==> src/design/mpsi_defs.svh <==
// constants of the phy-side pin interface: timing counts, pin vector layout, mdio frame layout
// assumes the reference clock figure below matches the clock fed to ref_clk
`ifndef MPSI_DEFS_SVH
`define MPSI_DEFS_SVH

// clock figures in kHz; the mdc half period rounds up so mdc never exceeds its ceiling
`define MPSI_REF_CLK_KHZ       250000
`define MPSI_MDC_MAX_KHZ       2500
`define MPSI_MDC_HALF          ((`MPSI_REF_CLK_KHZ + 2 * `MPSI_MDC_MAX_KHZ - 1) / (2 * `MPSI_MDC_MAX_KHZ))

// domain reset pulse length in link clock cycles
`define MPSI_DOMAIN_RST_CYCLES 3

// transmit buffer depth in words
`define MPSI_TX_FIFO_DEPTH     16
`define MPSI_TX_WORD_W         10
`define MPSI_TX_WORD_LAST      9
`define MPSI_TX_WORD_ERR       8

// low power idle pattern on the transmit bus
`define MPSI_LPI_TXD           8'h01

// layout of the synchronised pin vector
`define MPSI_PIN_W             15
`define MPSI_PIN_TXC           0
`define MPSI_PIN_RXC           1
`define MPSI_PIN_RXD           2
`define MPSI_PIN_DV            10
`define MPSI_PIN_ER            11
`define MPSI_PIN_CRS           12
`define MPSI_PIN_COL           13
`define MPSI_PIN_MDI           14

// management frame layout, msb first
`define MPSI_MDIO_FRAME_BITS   64
`define MPSI_MDIO_DRIVE_BITS   46
`define MPSI_MDIO_DATA_FIRST   48
`define MPSI_MDIO_PREAMBLE     32'hFFFF_FFFF
`define MPSI_MDIO_START        2'h1
`define MPSI_MDIO_OP_RD        2'h2
`define MPSI_MDIO_OP_WR        2'h1
`define MPSI_MDIO_TA_RD        2'h3
`define MPSI_MDIO_TA_WR        2'h2

`endif

==> src/design/mpsi_pkg.sv <==
// types shared by the phy-side interface modules
// assumes mpsi_defs.svh is on the include path
package mpsi_pkg;

  // static interface selection; reset mode runs on the internal clock only
  typedef enum logic [1:0] {
    MPSI_MODE_RESET,
    MPSI_MODE_RGMII,
    MPSI_MODE_RMII,
    MPSI_MODE_GMII_MII
  } mpsi_mode_e;

  // transmit sequencer states
  typedef enum logic [1:0] {
    MPSI_TX_IDLE,
    MPSI_TX_DATA,
    MPSI_TX_DROP
  } mpsi_tx_e;

endpackage

==> src/design/mpsi_fifo.sv <==
// synchronous fifo with valid/ready on both sides
// assumes one clock; depth must be a power of two
`timescale 1ns/1ps
module mpsi_fifo #(
  parameter int W     = 10,
  parameter int DEPTH = 16
) (
  input  wire logic         clk,
  input  wire logic         resetn,
  input  wire logic [W-1:0] in_data,
  input  wire logic         in_valid,
  output logic              in_ready,
  output logic [W-1:0]      out_data,
  output logic              out_valid,
  input  wire logic         out_ready
);
  localparam int AW = (DEPTH > 1) ? $clog2(DEPTH) : 1;

  // pointer arithmetic wraps, so only powers of two are served
  generate
    if (DEPTH < 2 || (DEPTH & (DEPTH - 1)) != 0) begin : g_bad_depth
      $error("mpsi_fifo: DEPTH must be a power of two, at least 2");
    end
  endgenerate

  typedef struct packed {
    logic [DEPTH-1:0][W-1:0] mem;
    logic [AW:0]             wp;
    logic [AW:0]             rp;
  } mpsi_fifo_s;

  mpsi_fifo_s st_r;
  mpsi_fifo_s st_nxt;
  logic       full;
  logic       empty;

  // extra pointer bit tells full from empty
  assign full      = (st_r.wp[AW] != st_r.rp[AW]) && (st_r.wp[AW-1:0] == st_r.rp[AW-1:0]);
  assign empty     = (st_r.wp == st_r.rp);
  assign in_ready  = !full;
  assign out_valid = !empty;
  assign out_data  = st_r.mem[st_r.rp[AW-1:0]];

  // push and pop
  always_comb begin
    st_nxt = st_r;
    if (in_valid && !full) begin
      st_nxt.mem[st_r.wp[AW-1:0]] = in_data;
      st_nxt.wp = st_r.wp + 1'b1;
    end
    if (out_ready && !empty) begin
      st_nxt.rp = st_r.rp + 1'b1;
    end
  end

  always_ff @(posedge clk or negedge resetn) begin
    if (!resetn) begin
      st_r <= '0;
    end else begin
      st_r <= st_nxt;
    end
  end
endmodule

==> src/design/mpsi_mdio.sv <==
// management frame engine: clause-22 style read and write with divided mdc
// assumes mdi is already synchronised to clk; outputs all come from flops on clk
`timescale 1ns/1ps
`include "mpsi_defs.svh"
module mpsi_mdio
  import mpsi_pkg::*;
#(
  parameter int MDC_HALF = `MPSI_MDC_HALF
) (
  input  wire logic        clk,
  input  wire logic        resetn,
  input  wire logic        start,
  input  wire logic        read,
  input  wire logic [4:0]  phy_addr,
  input  wire logic [4:0]  reg_addr,
  input  wire logic [15:0] wdata,
  output logic             busy,
  output logic [15:0]      rdata,
  output logic             done,
  output logic             mdc,
  input  wire logic        mdi,
  output logic             mdo,
  output logic             mdo_oe
);
  generate
    if (MDC_HALF < 1 || MDC_HALF > 128) begin : g_bad_half
      $error("mpsi_mdio: MDC_HALF must lie in 1..128");
    end
  endgenerate

  typedef struct packed {
    logic        busy;
    logic        rd;
    logic [6:0]  div;
    logic [6:0]  bitn;
    logic        mdc;
    logic        mdo;
    logic        oe;
    logic [63:0] sh;
    logic [15:0] rdata;
    logic        done;
  } mpsi_mdio_s;

  mpsi_mdio_s st_r;
  mpsi_mdio_s st_nxt;

  assign busy   = st_r.busy;
  assign rdata  = st_r.rdata;
  assign done   = st_r.done;
  assign mdc    = st_r.mdc;
  assign mdo    = st_r.mdo;
  assign mdo_oe = st_r.oe;

  // mdc only toggles during a frame, so it is aperiodic; data moves on its falling edge
  always_comb begin
    logic [6:0] nb;
    nb = 7'h0;
    st_nxt = st_r;
    st_nxt.done = 1'b0;
    if (!st_r.busy) begin
      if (start) begin
        st_nxt.busy = 1'b1;
        st_nxt.rd   = read;
        st_nxt.sh   = {`MPSI_MDIO_PREAMBLE, `MPSI_MDIO_START,
                       read ? `MPSI_MDIO_OP_RD : `MPSI_MDIO_OP_WR, phy_addr, reg_addr,
                       read ? `MPSI_MDIO_TA_RD : `MPSI_MDIO_TA_WR, read ? 16'h0000 : wdata};
        st_nxt.mdo  = 1'b1;                           // preamble starts with a one
        st_nxt.oe   = 1'b1;
        st_nxt.div  = 7'h0;
        st_nxt.bitn = 7'h0;
        st_nxt.mdc  = 1'b0;
      end
    end else if (st_r.div == 7'(MDC_HALF - 1)) begin
      st_nxt.div = 7'h0;
      st_nxt.mdc = !st_r.mdc;
      if (!st_r.mdc) begin
        // rising mdc: the phy drives data bits while we have released the line
        if (st_r.rd && st_r.bitn >= 7'(`MPSI_MDIO_DATA_FIRST)) begin
          st_nxt.rdata = {st_r.rdata[14:0], mdi};
        end
      end else if (st_r.bitn == 7'(`MPSI_MDIO_FRAME_BITS - 1)) begin
        st_nxt.busy = 1'b0;
        st_nxt.oe   = 1'b0;
        st_nxt.mdo  = 1'b0;
        st_nxt.done = 1'b1;
      end else begin
        nb          = st_r.bitn + 7'h1;
        st_nxt.bitn = nb;
        st_nxt.sh   = {st_r.sh[62:0], 1'b0};
        // enable only while our bit is valid; released from turnaround on a read
        st_nxt.oe   = !st_r.rd || (nb < 7'(`MPSI_MDIO_DRIVE_BITS));
        st_nxt.mdo  = st_nxt.oe ? st_r.sh[62] : 1'b0;
      end
    end else begin
      st_nxt.div = st_r.div + 7'h1;
    end
  end

  // every management output is a flop on the one bus clock
  always_ff @(posedge clk or negedge resetn) begin
    if (!resetn) begin
      st_r <= '0;
    end else begin
      st_r <= st_nxt;
    end
  end
endmodule

==> src/design/mpsi_top.sv <==
// phy-facing pin interface of one mac: gmii/mii/rmii/rgmii data paths, domain resets,
// carrier sense and collision, management pins; transmit words pass a 16-word fifo
// assumes ref_clk at 250 MHz; phy clocks and pins are sampled, not used as clocks
//
// Function
// - drive 8-bit transmit bus; gigabit uses all bits, nibble mode bits 3:0.
// - transmit enable is high while frame data is on the bus, and also for an underrun beat with txd zero and the error flag set.
// - transmit error flags errors and, in gigabit/nibble mode only, signals low power idle.
// - gigabit makes the transmit clock; 10/100 forwards the phy transmit clock.
// - active-low transmit reset output, three transmit clock cycles long.
// - active-low receive reset output, three receive clock cycles long.
// - sample eight receive bits at gigabit, low four in nibble mode.
// - all management outputs are synchronous to the bus clock.
// - management output enable is high while valid bits are driven.
// - management clock comes from a divider, never above 2.5 MHz.
// - lane width 2, 4 or 8 by mode; crs, col and resets only nibble/gigabit.
// - static mode select: reset, reduced-gigabit, reduced-pin, gigabit/nibble.
`timescale 1ns/1ps
`include "mpsi_defs.svh"
module mpsi_top
  import mpsi_pkg::*;
#(
  parameter int TX_FIFO_DEPTH = `MPSI_TX_FIFO_DEPTH,
  parameter int MDC_HALF      = `MPSI_MDC_HALF
) (
  input  wire logic        ref_clk,
  input  wire logic        resetn,
  input  mpsi_mode_e       mode,
  input  wire logic        gig_speed,
  input  wire logic        half_duplex,
  input  wire logic        lpi_req,
  input  wire logic [7:0]  tx_data,
  input  wire logic        tx_last,
  input  wire logic        tx_err,
  input  wire logic        tx_valid,
  output logic             tx_ready,
  output logic             tx_collision,
  output logic [7:0]       rx_data,
  output logic             rx_valid,
  output logic             rx_err,
  output logic             rx_end,
  output logic             rx_frame_err,
  output logic             carrier_sense,
  output logic             collision,
  input  wire logic        phy_tx_clk_in,
  output logic             phy_tx_clk_out,
  output logic [7:0]       phy_txd,
  output logic             phy_txen,
  output logic             phy_txer,
  output logic             phy_tx_rst_n,
  input  wire logic        phy_rx_clk_in,
  input  wire logic [7:0]  phy_rxd,
  input  wire logic        phy_rxdv,
  input  wire logic        phy_rxer,
  output logic             phy_rx_rst_n,
  input  wire logic        phy_crs,
  input  wire logic        phy_col,
  input  wire logic        mdio_start,
  input  wire logic        mdio_read,
  input  wire logic [4:0]  mdio_phy_addr,
  input  wire logic [4:0]  mdio_reg_addr,
  input  wire logic [15:0] mdio_wdata,
  output logic             mdio_busy,
  output logic [15:0]      mdio_rdata,
  output logic             mdio_done,
  output logic             mdc,
  input  wire logic        mdio_in,
  output logic             mdio_out,
  output logic             mdio_oe
);
  localparam int PW = `MPSI_PIN_W;
  localparam int TW = `MPSI_TX_WORD_W;

  typedef struct packed {
    logic [PW-1:0] s1;
    logic [PW-1:0] s2;
    logic [PW-1:0] s3;
    logic [PW-1:0] flt;
    logic          txclk;
    mpsi_tx_e      tx_state;
    logic [1:0]    tx_beat;
    logic [TW-1:0] tx_word;
    logic [7:0]    txd;
    logic          txen;
    logic          txer;
    logic          tx_coll;
    logic [1:0]    tx_rcnt;
    logic          tx_rst_n;
    logic [1:0]    rx_rcnt;
    logic          rx_rst_n;
    logic          rx_in;
    logic [1:0]    rx_beat;
    logic [7:0]    rx_byte;
    logic          rx_errs;
    logic [7:0]    rx_data;
    logic          rx_valid;
    logic          rx_err;
    logic          rx_end;
    logic          rx_ferr;
    mpsi_mode_e    mode_q;
    logic          gig_q;
  } mpsi_top_s;

  mpsi_top_s     st_r;
  mpsi_top_s     st_nxt;
  logic [PW-1:0] pins;
  logic [TW-1:0] fifo_data;
  logic          fifo_vld;
  logic          fifo_pop;

  // last beat index per byte: four 2-bit beats, two nibbles or one byte
  function automatic logic [1:0] beat_last(input mpsi_mode_e m, input logic gig);
    if (m == MPSI_MODE_RMII) begin
      beat_last = 2'h3;
    end else if (m == MPSI_MODE_GMII_MII && gig) begin
      beat_last = 2'h0;
    end else begin
      beat_last = 2'h1;
    end
  endfunction

  // slice of a byte carried in one beat, zero in the unused lanes
  function automatic logic [7:0] lane_slice(input logic [7:0] b, input logic [1:0] beat,
                                            input mpsi_mode_e m, input logic gig);
    if (m == MPSI_MODE_RMII) begin
      lane_slice = {6'h00, b[{beat, 1'b0} +: 2]};
    end else if (m == MPSI_MODE_GMII_MII && gig) begin
      lane_slice = b;
    end else begin
      lane_slice = beat[0] ? {4'h0, b[7:4]} : {4'h0, b[3:0]};
    end
  endfunction

  assign pins = {mdio_in, phy_col, phy_crs, phy_rxer, phy_rxdv, phy_rxd,
                 phy_rx_clk_in, phy_tx_clk_in};

  // transmit words wait here; tx_ready stalls the source when the link drains slowly
  mpsi_fifo #(
    .W     (TW),
    .DEPTH (TX_FIFO_DEPTH)
  ) u_tx_fifo (
    .clk       (ref_clk),
    .resetn    (resetn),
    .in_data   ({tx_last, tx_err, tx_data}),
    .in_valid  (tx_valid),
    .in_ready  (tx_ready),
    .out_data  (fifo_data),
    .out_valid (fifo_vld),
    .out_ready (fifo_pop)
  );

  mpsi_mdio #(
    .MDC_HALF (MDC_HALF)
  ) u_mdio (
    .clk      (ref_clk),
    .resetn   (resetn),
    .start    (mdio_start),
    .read     (mdio_read),
    .phy_addr (mdio_phy_addr),
    .reg_addr (mdio_reg_addr),
    .wdata    (mdio_wdata),
    .busy     (mdio_busy),
    .rdata    (mdio_rdata),
    .done     (mdio_done),
    .mdc      (mdc),
    .mdi      (st_r.flt[`MPSI_PIN_MDI]),
    .mdo      (mdio_out),
    .mdo_oe   (mdio_oe)
  );

  // register-sourced outputs, collision also gated by the half_duplex input; crs and col are hidden outside gigabit/nibble mode
  assign phy_tx_clk_out = st_r.txclk;
  assign phy_txd        = st_r.txd;
  assign phy_txen       = st_r.txen;
  assign phy_txer       = st_r.txer;
  assign phy_tx_rst_n   = st_r.tx_rst_n;
  assign phy_rx_rst_n   = st_r.rx_rst_n;
  assign tx_collision   = st_r.tx_coll;
  assign rx_data        = st_r.rx_data;
  assign rx_valid       = st_r.rx_valid;
  assign rx_err         = st_r.rx_err;
  assign rx_end         = st_r.rx_end;
  assign rx_frame_err   = st_r.rx_ferr;
  assign carrier_sense  = st_r.flt[`MPSI_PIN_CRS] && (st_r.mode_q == MPSI_MODE_GMII_MII);
  assign collision      = st_r.flt[`MPSI_PIN_COL] && (st_r.mode_q == MPSI_MODE_GMII_MII)
                          && half_duplex;

  // next state of the whole block
  always_comb begin
    logic [PW-1:0] agree;
    logic          mode_gm;
    logic          mode_ok;
    logic          tx_fall;
    logic          tx_rise;
    logic          rx_rise;
    logic          chg;
    logic          crs_busy;
    logic          coll;
    logic          go_data;
    logic [1:0]    lb;
    logic [7:0]    rxd;
    logic [7:0]    nbyte;
    logic          er;
    st_nxt   = st_r;
    fifo_pop = 1'b0;
    mode_gm  = (mode == MPSI_MODE_GMII_MII);
    mode_ok  = (mode != MPSI_MODE_RESET);
    lb       = beat_last(mode, gig_speed);

    // pins pass three flops; a level counts once stages two and three agree
    st_nxt.s1  = pins;
    st_nxt.s2  = st_r.s1;
    st_nxt.s3  = st_r.s2;
    agree      = ~(st_r.s2 ^ st_r.s3);
    st_nxt.flt = (agree & st_r.s2) | (~agree & st_r.flt);

    // transmit clock: divided ref_clk at gigabit and in reset mode, else forwarded
    if ((mode_gm && gig_speed) || !mode_ok) begin
      st_nxt.txclk = !st_r.txclk;
    end else begin
      st_nxt.txclk = st_r.flt[`MPSI_PIN_TXC];
    end
    tx_fall = st_r.txclk && !st_nxt.txclk;
    tx_rise = !st_r.txclk && st_nxt.txclk;
    rx_rise = st_nxt.flt[`MPSI_PIN_RXC] && !st_r.flt[`MPSI_PIN_RXC];

    // domain resets restart on a mode or speed change, since the clocks change too
    st_nxt.mode_q = mode;
    st_nxt.gig_q  = gig_speed;
    chg = (mode != st_r.mode_q) || (gig_speed != st_r.gig_q) || !mode_gm;
    if (chg) begin
      st_nxt.tx_rcnt  = 2'h0;
      st_nxt.tx_rst_n = 1'b0;
      st_nxt.rx_rcnt  = 2'h0;
      st_nxt.rx_rst_n = 1'b0;
    end else begin
      if (tx_rise && !st_r.tx_rst_n) begin
        if (st_r.tx_rcnt == 2'(`MPSI_DOMAIN_RST_CYCLES - 1)) begin
          st_nxt.tx_rst_n = 1'b1;
        end else begin
          st_nxt.tx_rcnt = st_r.tx_rcnt + 2'h1;
        end
      end
      if (rx_rise && !st_r.rx_rst_n) begin
        if (st_r.rx_rcnt == 2'(`MPSI_DOMAIN_RST_CYCLES - 1)) begin
          st_nxt.rx_rst_n = 1'b1;
        end else begin
          st_nxt.rx_rcnt = st_r.rx_rcnt + 2'h1;
        end
      end
    end

    // transmit: outputs move on the falling edge of the transmit clock output
    crs_busy = half_duplex && mode_gm && st_r.flt[`MPSI_PIN_CRS];
    coll     = half_duplex && mode_gm && st_r.flt[`MPSI_PIN_COL];
    go_data  = (st_r.tx_state == MPSI_TX_DATA) ||
               (st_r.tx_state == MPSI_TX_IDLE && mode_ok && fifo_vld && !crs_busy);
    st_nxt.tx_coll = 1'b0;
    case (st_r.tx_state)
      MPSI_TX_IDLE, MPSI_TX_DATA: begin
        if (tx_fall && !go_data) begin
          // idle: enable low; error with the fixed pattern marks low power idle
          st_nxt.txen = 1'b0;
          st_nxt.txer = lpi_req && mode_gm;
          st_nxt.txd  = (lpi_req && mode_gm) ? `MPSI_LPI_TXD : 8'h00;
          st_nxt.tx_beat = 2'h0;
        end else if (tx_fall && st_r.tx_state == MPSI_TX_DATA && coll) begin
          st_nxt.txen     = 1'b0;
          st_nxt.txer     = 1'b0;
          st_nxt.txd      = 8'h00;
          st_nxt.tx_coll  = 1'b1;
          st_nxt.tx_beat  = 2'h0;
          st_nxt.tx_state = (st_r.tx_beat != 2'h0 && st_r.tx_word[`MPSI_TX_WORD_LAST]) ?
                            MPSI_TX_IDLE : MPSI_TX_DROP;
        end else if (tx_fall && st_r.tx_beat == 2'h0) begin
          st_nxt.tx_state = MPSI_TX_DATA;
          st_nxt.txen     = 1'b1;
          if (fifo_vld) begin
            fifo_pop       = 1'b1;
            st_nxt.tx_word = fifo_data;
            st_nxt.txd     = lane_slice(fifo_data[7:0], 2'h0, mode, gig_speed);
            st_nxt.txer    = fifo_data[`MPSI_TX_WORD_ERR];
            if (lb != 2'h0) begin
              st_nxt.tx_beat = 2'h1;
            end else if (fifo_data[`MPSI_TX_WORD_LAST]) begin
              st_nxt.tx_state = MPSI_TX_IDLE;
            end
          end else begin
            // underrun mid-frame: flag it and discard the rest of the frame
            st_nxt.txd      = 8'h00;
            st_nxt.txer     = 1'b1;
            st_nxt.tx_state = MPSI_TX_DROP;
          end
        end else if (tx_fall) begin
          st_nxt.txd  = lane_slice(st_r.tx_word[7:0], st_r.tx_beat, mode, gig_speed);
          st_nxt.txer = st_r.tx_word[`MPSI_TX_WORD_ERR];
          if (st_r.tx_beat == lb) begin
            st_nxt.tx_beat = 2'h0;
            if (st_r.tx_word[`MPSI_TX_WORD_LAST]) begin
              st_nxt.tx_state = MPSI_TX_IDLE;
            end
          end else begin
            st_nxt.tx_beat = st_r.tx_beat + 2'h1;
          end
        end
      end
      MPSI_TX_DROP: begin
        if (tx_fall) begin
          st_nxt.txen = 1'b0;
          st_nxt.txer = 1'b0;
          st_nxt.txd  = 8'h00;
        end
        fifo_pop = fifo_vld;
        if (fifo_vld && fifo_data[`MPSI_TX_WORD_LAST]) begin
          st_nxt.tx_state = MPSI_TX_IDLE;
        end
      end
      default: begin
        st_nxt.tx_state = MPSI_TX_IDLE;
      end
    endcase

    // receive: lanes sampled on the rising edge of the receive clock, low part first
    rxd   = st_r.flt[`MPSI_PIN_RXD +: 8];
    er    = st_r.flt[`MPSI_PIN_ER] && mode_gm;     // error pin only in gigabit/nibble
    nbyte = st_r.rx_byte;
    if (mode == MPSI_MODE_RMII) begin
      nbyte[{st_r.rx_beat, 1'b0} +: 2] = rxd[1:0];
    end else if (mode_gm && gig_speed) begin
      nbyte = rxd;
    end else if (st_r.rx_beat[0]) begin
      nbyte[7:4] = rxd[3:0];
    end else begin
      nbyte[3:0] = rxd[3:0];
    end
    st_nxt.rx_valid = 1'b0;
    st_nxt.rx_end   = 1'b0;
    if (rx_rise && mode_ok) begin
      if (st_r.flt[`MPSI_PIN_DV]) begin
        st_nxt.rx_in   = 1'b1;
        st_nxt.rx_byte = nbyte;
        st_nxt.rx_errs = st_r.rx_errs || er;
        if (st_r.rx_beat == lb) begin
          st_nxt.rx_beat  = 2'h0;
          st_nxt.rx_data  = nbyte;
          st_nxt.rx_valid = 1'b1;
          st_nxt.rx_err   = st_r.rx_errs || er;
        end else begin
          st_nxt.rx_beat = st_r.rx_beat + 2'h1;
        end
      end else if (st_r.rx_in) begin
        // valid dropped: frame over; a leftover part byte counts as an error
        st_nxt.rx_in   = 1'b0;
        st_nxt.rx_end  = 1'b1;
        st_nxt.rx_ferr = st_r.rx_errs || (st_r.rx_beat != 2'h0);
        st_nxt.rx_beat = 2'h0;
        st_nxt.rx_errs = 1'b0;
      end
    end
  end

  // resets land at zero: domain resets asserted, bus idle, divided clock low
  always_ff @(posedge ref_clk or negedge resetn) begin
    if (!resetn) begin
      st_r <= '0;
    end else begin
      st_r <= st_nxt;
    end
  end
endmodule

==> config.mk <==
export PLATFORM = sky130hd
export DESIGN_NAME = mpsi_top
export DESIGN_NICKNAME = d
export VERILOG_FILES = /design/src/design/mpsi_pkg.sv /design/src/design/mpsi_fifo.sv /design/src/design/mpsi_mdio.sv /design/src/design/mpsi_top.sv
export VERILOG_INCLUDE_DIRS = /design/src /design/src/design
export SDC_FILE = /design/constraint.sdc
export NUM_CORES = 1
export LEC_CHECK = 0
export ABC_AREA = 1
export BUFFER_PORTS_ARGS = -buffer_cell sky130_fd_sc_hd__buf_2
export CORE_ASPECT_RATIO = 0.75
export CORE_MARGIN = 4
export CORE_UTILIZATION = 64
export DETAILED_ROUTE_END_ITERATION = 7
export PLACE_DENSITY = 0.83
export RECOVER_POWER = 25
export SYNTH_ARGS = -nofsm -noshare
export SYNTH_HDL_FRONTEND = slang
export SYNTH_SLANG_ARGS = --single-unit
==> constraint.sdc <==
create_clock -name ref_clk -period 3.15 [get_ports ref_clk]
set_input_delay 0.63 -clock ref_clk [delete_from_list [all_inputs] [get_ports ref_clk]]
set_output_delay 0.63 -clock ref_clk [all_outputs]
set_load 0.01 [all_outputs]
Yosys cells after proc, flatten, opt, wreduce, memory -nomap -nowiden --
Cells that the tools add are included.
Storage, ports and cells: bits of input ports 61, memory bits (writable) 0, bits in registers 388, bits in latches 0, memories 0, bits in read-only memories 0, logic and storage cells 290, output and inout bits 50
Operators by class: mux-type cells 93, order comparisons 5, div/mod/pow operators 0, shift-type cells 3, multipliers 0, reductions and logical operators 82, bitwise operators 12, eq/ne operators 31, add/subtract/negate cells 9
Operators by type and width (count):
- bitwise mux 160 bit | 1
- two-way mux 91 bit | 1
- two-way mux 83 bit | 1
- two-way mux 81 bit | 1
- two-way mux 8 bit | 9
- two-way mux 66 bit | 1
- two-way mux 64 bit | 1
- two-way mux 10 bit | 5
- two-way mux 16 bit | 3
- binary-select mux 10 bit (select 4 bit) | 1
- demux 10 bit (select 4 bit) | 1
- two-way mux 2 bit | 20
- bitwise AND 15 bit | 2
- inverter 15 bit | 2
- logical AND 1 bit | 29
- two-way mux 1 bit | 29
- two-way mux 4 bit | 7
- nonzero test 2 bit | 11
- two-way mux 7 bit | 3
- inequality test 4 bit, second input constant | 5
- one-hot mux 10 bit (2 select lines) | 1
- inequality test 2 bit, second input constant | 8
- AND reduction 2 bit | 8
- OR 15 bit | 1
- other kinds (37) | 84

Logic depth before layout (Yosys ltp) --
word-level depth 12, depth in mapped cells 15

Cells and area by module --
Synthesis repeated with hierarchy kept, for this count alone.
Second synthesis, totals: cell total of the unflattened synthesis 2310, area total of the unflattened synthesis 18924.4 um^2
By module, submodules not included:
- mpsi_fifo | times used 1, area an instance 9013.6 um^2, seq. area each 4254.1 um^2, cells an instance 1180
- mpsi_top | times used 1, area an instance 5126.2 um^2, seq. area each 2977.9 um^2, cells an instance 542
- mpsi_mdio | times used 1, area an instance 4784.6 um^2, seq. area each 2477.4 um^2, cells an instance 588

Least setup slack after synthesis --
OpenSTA, ideal clock, no wires.
path type register to register, start point reg st_r[24] in the netlist's numbering, end point reg st_r[20] in the netlist's numbering, path slack 1256 ps, arrival 1812 ps, stages on the path, launching flop included 10, library setup time 83 ps, data required time 3067 ps, path buffers 1, path through dfrtp_1 > clkbuf_1 > clkinv_1 > ha_1 > inv_1 > nor2_1 > nand4_1 > a22oi_1 > nand2_1 > o21ai_0
Between the ends: longest elaborated chain between the ends 4, elaborated cells between the ends (all ways) 7, classes of those cells add/sub (1); shift (2); mux (4)
RTL lines:
- start: declaration | line mpsi_top.sv:104 | mpsi_top_s st_r;
- start signal: assignment | line mpsi_top.sv:367 | st_r <= st_nxt;
- negator 3 -> 5 bit | line mpsi_top.sv:328 | nbyte[{st_r.rx_beat, 1'b0} +: 2] = rxd[1:0];
- variable part select 2 x 5 -> 8 bit / variable shift 2 x 5 -> 8 bit (equally long branches) | line mpsi_top.sv:328
- bitwise mux 8 bit | line mpsi_top.sv:328
- two-way mux 8 bit (*) | line mpsi_top.sv:327 | if (mode == MPSI_MODE_RMII) begin
Every way passes the cells marked *; elsewhere a longest branch is shown, timed or not. A chain may end at the register's enable or synchronous reset.

Final worst setup path --
start point reg u_tx_fifo.st_r[7] in the netlist's numbering, end point out tx_ready
Between the ends: longest elaborated chain between the ends 3
RTL lines:
- start: declaration | line mpsi_fifo.sv:32 | mpsi_fifo_s st_r;
- start signal: assignment | line mpsi_fifo.sv:60 | st_r <= st_nxt;
- == test 4 bit | line mpsi_fifo.sv:38 | assign full = (st_r.wp[AW] != st_r.rp[AW]) && (st_r.wp[AW-1:0] == st_r.rp[AW-1:0]);
- logical AND 1 bit | line mpsi_fifo.sv:38
- zero test 1 bit | line mpsi_fifo.sv:40 | assign in_ready = !full;
- end: declaration | line mpsi_top.sv:36 | output logic tx_ready,
Every way passes these cells.

==> run metrics <==
initial DRC count 1,549; CP max FO 12; Reg2Reg Depth 9; setup tns final 0 ns; top cell type by total area after synthesis dfrtp_1; H-tree levels 2; Setup crit start kind register; net count after synthesis 2,043; RSZ-0062 raised after global routing no; crit path DAT 1.93 ns; total core area 26,300 um2; Setup crit end kind output pin; Tcrit/Tclk final 81.3%; CP Class register to output pin; sequential area share after synthesis 56.1%; area delta synth->final 10.8%; Post CTS Setup Buffer Count 0; clk sinks 388; initial antenna violation count 0; mapped cell area 17,300 um2; DR vias/cell 5.85; Nets 2,090; gpl congestion 0.888; die height 150 um; total chip power 18.7 mW; grt ovf 0; Syn Area/Cell 8.81 um2; Pins Over Slew Limit 89; most frequent cells in the layout nand2_1 (526), dfrtp_1 (387), o21ai_0 (295); number of max-cap violations 1; Crit Reg-Reg Endpoint u_tx_fifo.st_r[44]$_DFFE_PN0P_; reg2reg start u_tx_fifo.st_r[7]$_DFFE_PN0P_; failing checks max-capacitance violations, max-slew violations; Clock transition at path regs 0.07 ns; instance count of the mapped netlist 1,965; Post-synth EDFFs 0; # diodes 0; Hold Path Depth 1; final wirelength 40,600 um; register-to-register setup slack 0.66 ns; Main synth FF type dfrtp_1; CTS Hold Bufs 0; Synth top area share 56.1%; Cell Pwr Density 974 nW/um2; worst slew pin tran 2.62 ns; first-pass GRT wire length 67,600 um; layer with the highest usage met1; ranking of synthesized cells by area dfrtp_1 (56%), nand2_1 (11%), o21ai_0 (8.5%); post-CTS sizing 0; fin crit period 2.56 ns; Clock Skews 0.0137 ns; met2 Use GR 40.7%; clock buffer depth 3; Hold Startpoint phy_rxer; Initial Utilization 65.8%; CTS tree yes; most common cell after layout, fill and taps aside nand2_1; Netlist cell types 43; Hold Path Class input pin to register; max_slew headroom -74.4%; Avg WL per Cell 17.1 um; Leakage Power 9.42 nW; DR pass1 iterations 5; vias in the first global route 13,477; row count 51; CTS Buf Count 38; maximum vdd drop 0.000654 V; Vias 13,913; number of buffers added on ports 110; Final Hold Vio Count 0; die area 29,800 um2; met3 usage 6.02%; setup violators final 0; layout cells sized above 1 11.8%; Hold EP st_nxt[100]$_DFF_PN0_; post-route ant nets 0; FFs w/ async S/R, synth 100%; largest net degree at the start of global routing 94; dpl hpwl 26,000 um; fillcell total 1,906; Die Wd 198 um; Max Fclk 390 MHz; status complete, but fails checks; # DRC 0; Critical Path RT 2.52 ns; clock latency on the worst-skew pair 0.53 ns; all-layer global routing usage 27.7%; Synth warnings 0; met1 global-route usage 42.4%; root buffer cell clkbuf_16; Seq cells post-synth 388; IO Pins 111
[power by group]
group	leakage [nW]	internal (mW)	switching, mW
sequential	4.84	6.76	1.12
clock	0.627	2.77	1.93
combinational	3.96	2.16	3.93
[cell usage after synthesis, types with 2 or more instances]
cell type    n
o21ai_1     13
nand3_1     92
nor2_1     127
a32oi_1      4
nor3_1       2
clkbuf_1    49
a31oi_1     19
o211ai_1    18
o21ai_0    295
nor4_1       2
inv_2       10
nand2_1    526
o311ai_0     6
nand4_1     20
nor2_2       4
nor2_4       3
xnor2_1      3
dfrtp_1    388
inv_1      135
a22oi_1     19
o21ai_2      8
a21oi_1     35
o32ai_1      2
buf_2       44
ha_1        17
inv_4        2
o311ai_1    10
nand3_2      4
o22ai_1     21
xor2_1      12
buf_6        2
maj3_1      15
buf_4       43
nand2_4      3
nand2_2      2
buf_1        3
[worst max path at each step]
stage	startpoint	to	slack, ns	cells after the start
after floorplan	st_r[24]$_DFFE_PN0P_	st_r[20]$_DFFE_PN0P_	1.26	9
after CTS	u_tx_fifo.st_r[7]$_DFFE_PN0P_	tx_ready	0.63	6
after global routing	resetn	u_tx_fifo.st_r[66]$_DFFE_PN0P_	0.30	1
after detailed placement	mode[1]	rx_data[6]$_DFFE_PN0P_	0.54	8
after global placement	mode[1]	rx_data[7]$_DFFE_PN0P_	0.70	8
final	u_tx_fifo.st_r[7]$_DFFE_PN0P_	tx_ready	0.59	6
[logic make-up after synthesis]
logic type	after synthesis	share of synthesized area, %
compound gates	453	14.7
flops	388	56.1
buf+inv	290	7.72
simple gates	787	18.7
fa+ha+maj	32	2.10
xor+xnor	15	0.759
[critical path, cell delays in order (launching register included)]
cell and delay (ns):
dfrtp_1 0.63, inv_2 0.17, nand2_1 0.09, nand2_1 0.06
nor2_2 0.16, nand3_2 0.13, buf_2 0.17
[state kept, by name, summed over array words and instances (netlist names), 8 cells and up, named ones only]
| register | flops |
|---|---|
| st_nxt | 30 |
| rx_data | 8 |
| st_r | 49 |
| phy_txd | 8 |
| u_mdio.st_r | 78 |
| u_mdio.rdata | 16 |
| u_tx_fifo.st_r | 170 |
[layer usage]
layer / share of wire (%) / up-vias
li1: - / 6524
met1: 45 / 6690
met2: 44 / 630
met3: 9.3 / 69
met4: 1.7 / 0
met5: 0 / -
[layout make-up]
cell class	instances	area, um2	area share [%]
Clock buffer	46	1040	5.43
Multi-Input combinational cell	1287	6260	32.7
Tap cell	344	430	2.24
Timing Repair Buffer	149	931	4.85
Sequential cell	388	9710	50.6
Clock inverter	18	241	1.26
Inverter	148	561	2.92
[metrics by stage]
stage          hold slack [ns]  cells  setup WS, ns  util [%]  area (um2)
6_report                 0.199   2380         0.588      72.9       19200
4_1_cts                  0.172   2380         0.635      73.0       19200
3_3_place_gp             0.333   2316         0.695      68.2       17900
5_1_grt                  0.180   2380         0.298      72.9       19200
2_1_floorplan            0.331   1965          1.26         -       17300
3_5_place_dp             0.335   2316         0.538      68.2       17900
(Power assumes the default switching activity.)
